==> src/core/btce_defs.vh <==
`ifndef BTCE_DEFS_VH
`define BTCE_DEFS_VH
// Summary of operation
// [RL1] AND accumulator with 8-bit immediate, write back, update zero flag, one cycle.
// [RL2] Set selected bit 0..7 of file register 0..63, others unchanged, one cycle.
// [RL3] Skip next instruction when selected register bit reads zero.
// [RL4] Skip next instruction when selected register bit reads one.
// [RL5] A skip discards the fetched instruction and runs a no-operation: two cycles.
// [RL6] Both calls push program counter plus one onto stack; each takes two cycles.
// [RL7] Direct call loads immediate into PC[7:0] and high buffer bit 0 into PC[8].
// [RL8] Computed call loads pointer bit 0 into PC[8] and accumulator into PC[7:0].
// [RL9] Calls bump the stack pointer after storing; bit operations leave flags unchanged.
`define BTCE_OP_NONE    3'h0
`define BTCE_OP_ANDI    3'h1
`define BTCE_OP_BSET    3'h2
`define BTCE_OP_TSTZ    3'h3
`define BTCE_OP_TSTO    3'h4
`define BTCE_OP_CALL    3'h5
`define BTCE_OP_CALL_VIA_ACCUMULATOR   3'h6
`define BTCE_PC_W       9
`define BTCE_PC_ONE     9'h001
`define BTCE_SP_W       3
`define BTCE_SP_ONE     3'h1
`define BTCE_STK_DEPTH  8
`define BTCE_ACC_RST    8'h00
`define BTCE_PC_RST     9'h000
`define BTCE_SP_RST     3'h0
`define BTCE_ST_RUN     1'b0
`define BTCE_ST_WAIT    1'b1
`define BTCE_DATA_W     8
`define BTCE_Z_RST      1'b0
`define BTCE_WADDR_RST  6'h00
`define BTCE_WDATA_RST  8'h00
`endif

==> src/core/btce_exec.v <==
`include "btce_defs.vh"
module btce_exec (
  // Clock, reset, enable
  input  wire       sys_clk_i,
  input  wire       rst_b_i,
  input  wire       ce_i,
  // Instruction from fetch
  input  wire       instr_valid_i,
  input  wire [2:0] opcode_i,
  input  wire [7:0] imm_i,
  input  wire [5:0] reg_addr_i,
  input  wire [2:0] bit_sel_i,
  // File register read data for reg_addr_i
  input  wire [7:0] reg_rdata_i,
  // Core context
  input  wire [7:0] pc_high_buffer_i,
  input  wire [7:0] table_high_pointer_i,
  input  wire [2:0] stack_rd_addr_i,
  // File register write
  output reg        reg_we_o,
  output reg  [5:0] reg_waddr_o,
  output reg  [7:0] reg_wdata_o,
  // Architectural state
  output reg  [7:0] accumulator_o,
  output reg        zero_flag_o,
  output reg  [8:0] pc_o,
  output reg  [2:0] stack_ptr_o,
  output wire [8:0] stack_rdata_o,
  // Pipeline control
  output wire       busy_o,
  output reg        flush_o
);
  reg        state_ff;
  reg        nxt_state;
  reg  [7:0] acc_ff;
  reg  [7:0] nxt_acc;
  reg        z_ff;
  reg        nxt_z;
  reg  [8:0] pc_ff;
  reg  [8:0] nxt_pc;
  reg  [2:0] sp_ff;
  reg  [2:0] nxt_sp;
  reg        push;
  reg        nxt_we;
  reg  [7:0] nxt_wdata;
  wire       sel_bit;
  wire [7:0] sel_mask;
  wire [7:0] set_data;
  genvar     gi;

  // One-hot mask of the selected bit, used by set and test.
  function [7:0] bit_mask;
    input [2:0] b;
    begin
      bit_mask = 8'h01 << b;
    end
  endfunction

  assign sel_mask = bit_mask(bit_sel_i);
  assign sel_bit  = |(reg_rdata_i & sel_mask);

  // Each lane keeps its read bit or forces it high, so only one bit can ever change.
  generate
    for (gi = 0; gi < `BTCE_DATA_W; gi = gi + 1) begin : g_set_lane
      assign set_data[gi] = reg_rdata_i[gi] | sel_mask[gi]; // RL2
    end
  endgenerate
  // Fetch must hold the next instruction while a skip or call occupies its second cycle.
  assign busy_o  = (state_ff == `BTCE_ST_WAIT);

  always @* begin
    nxt_state = `BTCE_ST_RUN;
    nxt_acc   = acc_ff;
    nxt_z     = z_ff;
    nxt_pc    = pc_ff;
    nxt_sp    = sp_ff;
    push      = 1'b0;
    nxt_we    = 1'b0;
    nxt_wdata = reg_rdata_i;
    case (state_ff)
      `BTCE_ST_RUN: begin
        if (instr_valid_i) begin
          nxt_pc = pc_ff + `BTCE_PC_ONE;
          case (opcode_i)
            `BTCE_OP_ANDI: begin
              nxt_acc = acc_ff & imm_i; // RL1
              nxt_z   = ~|(acc_ff & imm_i); // RL1
            end
            `BTCE_OP_BSET: begin
              nxt_we    = 1'b1;
              nxt_wdata = set_data; // RL2
            end
            `BTCE_OP_TSTZ: begin
              if (!sel_bit) begin
                nxt_state = `BTCE_ST_WAIT; // RL3
              end
            end
            `BTCE_OP_TSTO: begin
              if (sel_bit) begin
                nxt_state = `BTCE_ST_WAIT; // RL4
              end
            end
            `BTCE_OP_CALL: begin
              push      = 1'b1; // RL6
              nxt_sp    = sp_ff + `BTCE_SP_ONE; // RL9
              nxt_pc    = {pc_high_buffer_i[0], imm_i}; // RL7
              nxt_state = `BTCE_ST_WAIT; // RL6
            end
            `BTCE_OP_CALL_VIA_ACCUMULATOR: begin
              push      = 1'b1; // RL6
              nxt_sp    = sp_ff + `BTCE_SP_ONE; // RL9
              nxt_pc    = {table_high_pointer_i[0], acc_ff}; // RL8
              nxt_state = `BTCE_ST_WAIT; // RL6
            end
            default: begin
              nxt_pc = pc_ff + `BTCE_PC_ONE;
            end
          endcase
        end
      end
      `BTCE_ST_WAIT: begin
        // Discarded slot runs as a no-operation; fetch steps over the dropped word itself.
        nxt_state = `BTCE_ST_RUN; // RL5
      end
      default: begin
        nxt_state = `BTCE_ST_RUN;
      end
    endcase
  end

  // Every register holds still while ce_i is low, so a stalled core loses nothing.
  always @(posedge sys_clk_i or negedge rst_b_i) begin
    if (!rst_b_i) begin
      state_ff <= `BTCE_ST_RUN;
    end else if (ce_i) begin
      state_ff <= nxt_state;
    end
  end

  always @(posedge sys_clk_i or negedge rst_b_i) begin
    if (!rst_b_i) begin
      acc_ff <= `BTCE_ACC_RST;
    end else if (ce_i) begin
      acc_ff <= nxt_acc; // RL1
    end
  end

  always @(posedge sys_clk_i or negedge rst_b_i) begin
    if (!rst_b_i) begin
      z_ff <= `BTCE_Z_RST;
    end else if (ce_i) begin
      z_ff <= nxt_z; // RL9
    end
  end

  always @(posedge sys_clk_i or negedge rst_b_i) begin
    if (!rst_b_i) begin
      pc_ff <= `BTCE_PC_RST;
    end else if (ce_i) begin
      pc_ff <= nxt_pc;
    end
  end

  // The pointer wraps silently at the stack depth; deep nesting overwrites old entries.
  always @(posedge sys_clk_i or negedge rst_b_i) begin
    if (!rst_b_i) begin
      sp_ff <= `BTCE_SP_RST;
    end else if (ce_i) begin
      sp_ff <= nxt_sp; // RL9
    end
  end

  always @(posedge sys_clk_i or negedge rst_b_i) begin
    if (!rst_b_i) begin
      reg_we_o <= 1'b0;
    end else if (ce_i) begin
      reg_we_o <= nxt_we; // RL2
    end
  end

  always @(posedge sys_clk_i or negedge rst_b_i) begin
    if (!rst_b_i) begin
      reg_waddr_o <= `BTCE_WADDR_RST;
    end else if (ce_i) begin
      reg_waddr_o <= reg_addr_i;
    end
  end

  always @(posedge sys_clk_i or negedge rst_b_i) begin
    if (!rst_b_i) begin
      reg_wdata_o <= `BTCE_WDATA_RST;
    end else if (ce_i) begin
      reg_wdata_o <= nxt_wdata;
    end
  end

  // Registered so that fetch sees the drop marker together with busy_o.
  always @(posedge sys_clk_i or negedge rst_b_i) begin
    if (!rst_b_i) begin
      flush_o <= 1'b0;
    end else if (ce_i) begin
      flush_o <= (nxt_state == `BTCE_ST_WAIT); // RL5
    end
  end

  always @* begin
    accumulator_o = acc_ff;
    zero_flag_o   = z_ff;
    pc_o          = pc_ff;
    stack_ptr_o   = sp_ff;
  end

  // Return address is written at the old pointer, then the pointer moves on.
  btce_stack_mem u_stack (
    .sys_clk_i (sys_clk_i),
    .ce_i      (ce_i),
    .wr_en_i   (push & ce_i), // RL6
    .wr_addr_i (sp_ff),
    .wr_data_i (pc_ff + `BTCE_PC_ONE), // RL6
    .rd_addr_i (stack_rd_addr_i),
    .rd_data_o (stack_rdata_o)
  );
endmodule // btce_exec

==> src/core/btce_stack_mem.v <==
module btce_stack_mem (
  // Clock and clock enable
  input  wire       sys_clk_i,
  input  wire       ce_i,
  // Write port
  input  wire       wr_en_i,
  input  wire [2:0] wr_addr_i,
  input  wire [8:0] wr_data_i,
  // Registered read port
  input  wire [2:0] rd_addr_i,
  output reg  [8:0] rd_data_o
);
  reg [8:0] mem [0:7];
  always @(posedge sys_clk_i) begin
    if (ce_i) begin
      if (wr_en_i) begin
        mem[wr_addr_i] <= wr_data_i;
      end
      rd_data_o <= mem[rd_addr_i];
    end
  end
endmodule // btce_stack_mem

==> config.mk <==
export PLATFORM = sky130hd
export DESIGN_NAME = btce_exec
export DESIGN_NICKNAME = d
export VERILOG_FILES = /design/src/core/btce_exec.v /design/src/core/btce_stack_mem.v
export VERILOG_INCLUDE_DIRS = /design/src /design/src/core
export SDC_FILE = /design/constraint.sdc
export NUM_CORES = 1
export LEC_CHECK = 0
export BUFFER_PORTS_ARGS = -buffer_cell sky130_fd_sc_hd__buf_2
export CORE_MARGIN = 3
export CORE_UTILIZATION = 45
export DETAILED_ROUTE_END_ITERATION = 7
export PLACE_DENSITY_LB_ADDON = 0.1
export SETUP_SLACK_MARGIN = 0.4
export SLEW_MARGIN = 10
export SYNTH_ARGS = -nofsm -noshare
export SYNTH_HDL_FRONTEND = slang
export SYNTH_SLANG_ARGS = --single-unit
==> constraint.sdc <==
create_clock -name sys_clk_i -period 2 [get_ports sys_clk_i]
set_input_delay 0.1 -clock sys_clk_i [delete_from_list [all_inputs] [get_ports sys_clk_i]]
set_output_delay 0.1 -clock sys_clk_i [all_outputs]
set_load 0.03 [all_outputs]
==> summary.txt <==
====================================================================================
Die width                                                                     112 um
Maximum operating frequency                                                0.600 GHz
Antenna violations before repair                                                   0
NumNets Final                                                                    515
Slew Limit Headroom                                                            41.9%
Via density per instance                                                        5.28
Global route overflow                                                              0
Post-layout min period                                                       1670 ps
Routed WL per cell                                                           17.4 um
Path class of the lowest-slack min-delay path                              in -> reg
Root buffer selected by CTS                                             sky130_fd_sc_hd__clkbuf_8
Number of global-route vias before repair                                      3,314
Share of layout cells above drive strength 1                                   39.9%
Netlist area before placement                                              5050 um^2
Layout Utilization                                                             63.2%
Critical path peak fanout                                                          5
Synth Net Count                                                                  370
Fin Clk Skew                                                                 10.7 ps
CP Data Arrival Time                                                         1880 ps
Overall power after layout                                                   7.39 mW
Yosys warning total                                                                0
Number of buffers created by CTS                                                  17
Number of stages on the worst setup path                                           6
Post-Synthesis Cells                                                             317
Async set-or-reset flop fraction in the synthesized netlist                    31.4%
Max Cap Viol                                                                       0
Die footprint                                                            12,500 um^2
DP Wirelength                                                                6680 um
TritonCTS clock tree                                                             yes
Most used flip-flop cell after synthesis                                sky130_fd_sc_hd__edfxtp_1
Hold Violations, Final                                                             0
FP Rows                                                                           38
Combined global-route utilization of all metal layers                          17.6%
RD Place Congestion                                                            0.764
Aggregate negative setup slack                                                  0 ps
Slack of the worst reg-to-reg path                                            330 ps
Critical R2R Capture                                                    u_stack.mem[4][6]
Initial core utilization                                                       46.4%
Cells traversed along the worst timing path                             nand3b_1 > buf_6 > nor2_4 > nand2_4 > nor3_4 > buf_6
Number of pins exceeding their max-slew limit in the final report                  0
Count of buffering cells on the critical path with inverters included              2
CP top delay family                                                     simple AND/OR/NAND/NOR gates
Outcome                                                                    completed
Via count                                                                      3,243
Fillcell total                                                                   793
Number of I/O port buffers                                                        83
HP Start                                                                 opcode_i[1]
Clock transition at path regs                                                  50 ps
Maximum buffer depth of the clock tree                                             2
Worst setup path class                                                    reg -> reg
Critical register-to-register path startpoint                                flush_o
Endpoint kind of the worst setup timing path                                register
Antenna Violating Nets Remaining                                                   0
Min Hold Slack                                                               21.9 ps
Synth Register Bits                                                              118
Power density over cell area                                            1070 nW/um^2
Post-route design area                                                     6880 um^2
Skew-Pair Late Insertion Delay                                                510 ps
Share of synthesized area occupied by flip-flops and latches                   66.4%
Final period utilization                                                       83.4%
Slew at the pin closest to its max-slew limit                                 872 ps
Max incr delay on CP                                                          390 ps
Standard cell with the maximum stage delay on the critical path         sky130_fd_sc_hd__dfrtp_2
Cell area after placement                                                  5810 um^2
Inserted Diodes                                                                    0
Startpoint type of the worst setup path                                     register
Reg2reg path depth                                                                 6
Count of distinct cell types in the synthesized netlist                           43
First-pass GRT wire length                                                 17,000 um
H-tree depth                                                                       4
RSZ-0062 raised after global routing                                            true
Leak                                                                         2.77 nW
Area of the placeable core                                               10,900 um^2
Detailed router's first-iteration violation count                                141
Final number of setup-violating endpoints                                          0
Maximum number of pins on one net before global-route repair                      38
Storage cell area                                                          3370 um^2
Terminating pin of the worst hold path                                       flush_o
Sum of routed wire length over all layers                                  10,700 um
Data required time at the worst endpoint                                     2210 ps
Worst supply voltage drop on vdd                                          0.000631 V
Vert. Die Dim                                                                 112 um
Count of flip-flops with a built-in enable after synthesis                        81
Number of remaining DRC errors                                                     0
Total clock sinks                                                                118
WHS Path Cells                                                                     4
Cell repeated most along the worst path                                 sky130_fd_sc_hd__buf_6
Mean cell area of the mapped netlist                                       15.9 um^2
Total area of multi-input combinational cells                              1770 um^2
Count of boundary I/O pins                                                        98
Synthesis-to-finish area growth                                                36.1%
First-pass DRT Iterations                                                          4
====================================================================================
## stage by stage
stage          worst slack [ps]  instances
2_1_floorplan               197        317
3_3_place_gp                261        540
3_5_place_dp                225        540
4_1_cts                     341        607
5_1_grt                     283        614
6_report                    332        614
## state kept, by name, indices dropped and copies added, names as in the netlist
register,flops
u_stack.mem,72
stack_ptr_o,3
accumulator_o,8
flush_o,1
reg_wdata_o,8
pc_o,9
zero_flag_o,1
reg_waddr_o,6
reg_we_o,1
u_stack.rd_data_o,9
## worst register-to-register path: cells and delay by family (launching register included)
family	cells	cell delay (ps)
buf+inv	2	320
flops	1	390
simple gates	4	660
## kinds of logic after synthesis
| logic type | after synthesis | share of synthesized area [%] |
|---|---|---|
| buffers and inverters | 20 | 2.23 |
| multiplexers | 43 | 14.7 |
| AO/OA/AOI/OAI | 63 | 8.32 |
| flip-flops | 118 | 66.4 |
| AND/OR/NAND/NOR | 62 | 6.24 |
| adder cells (fa/ha/maj) | 2 | 0.495 |
| XOR/XNOR | 9 | 1.56 |
## where the power goes
| part | switching [mW] | internal, mW | leakage (nW) | total [mW] |
|---|---|---|---|---|
| Sequential | 0.245 | 2.99 | 1.20 | 3.23 |
| Combinational | 0.836 | 0.487 | 1.30 | 1.32 |
| Clock | 0.975 | 1.86 | 0.276 | 2.83 |
## area by class of cell
cell class              instances  area share, %
well taps                     140           2.55
clock buffers                  18           6.08
inverters                       4          0.218
repair buffers                141           14.5
clock inverters                13           2.02
flip-flops and latches        118           49.0
multi-input cells             180           25.7
## synth_stat cells (5+ instances only)
cell type,n,area (um^2)
sky130_fd_sc_hd__edfxtp_1,81,2430
sky130_fd_sc_hd__o21ai_0,18,90.1
sky130_fd_sc_hd__dfrtp_1,37,926
sky130_fd_sc_hd__o21a_1,8,60.1
sky130_fd_sc_hd__mux2_2,17,191
sky130_fd_sc_hd__nand2_1,14,52.6
sky130_fd_sc_hd__a21oi_1,8,40.0
sky130_fd_sc_hd__nand2b_1,8,50.1
sky130_fd_sc_hd__xnor2_1,5,43.8
sky130_fd_sc_hd__a22oi_1,9,67.6
sky130_fd_sc_hd__mux4_1,18,473
sky130_fd_sc_hd__a22o_1,7,61.3
sky130_fd_sc_hd__nor3_1,5,25.0
sky130_fd_sc_hd__buf_2,7,35.0
sky130_fd_sc_hd__mux2i_1,8,80.1
sky130_fd_sc_hd__nor2_1,15,56.3
## how the worst max path moves through the flow
stage / end / startpoint / slack, ps
2_1_floorplan: u_stack.mem[0][0] / flush_o / 200
6_report: u_stack.mem[4][6] / flush_o / 330
3_3_place_gp: u_stack.mem[4][6] / flush_o / 260
4_1_cts: u_stack.mem[4][6] / flush_o / 340
5_1_grt: u_stack.mem[4][6] / flush_o / 280
3_5_place_dp: u_stack.mem[4][3] / flush_o / 220
## what timing repair did
action	CTS	global route
endpoints found under the setup margin	79	113
cloned	1	2
pin swaps	4	3
hold endpoints to repair	61	0
resized for setup	9	16
hold buffers	27	0
buffers inserted	8	5
## layout by cell type (no fill, tap or decap), drive strengths merged, types with 5 or more instances in the layout
cell           n
clkinv         9
nor2          15
nand2         14
mux2i          8
o21a           8
edfxtp        81
nand2b         8
a22oi          9
nor3           5
xnor2          5
dlygate4sd3   27
a22o           7
buf          114
clkbuf        18
mux2          17
mux4          18
dfrtp         37
o21ai         20
a21oi          8
## layer usage
metal / vias to the layer above / part of all wire, % / global-route usage, %
li1: 1554 / - / -
met1: 1593 / 45 / 22.5
met2: 85 / 49 / 29.3
met3: 11 / 4.8 / 5.16
met4: 0 / 1.0 / 5.53
met5: - / 0 / 0
No activity file was read; power rests on OpenSTA's default activity.
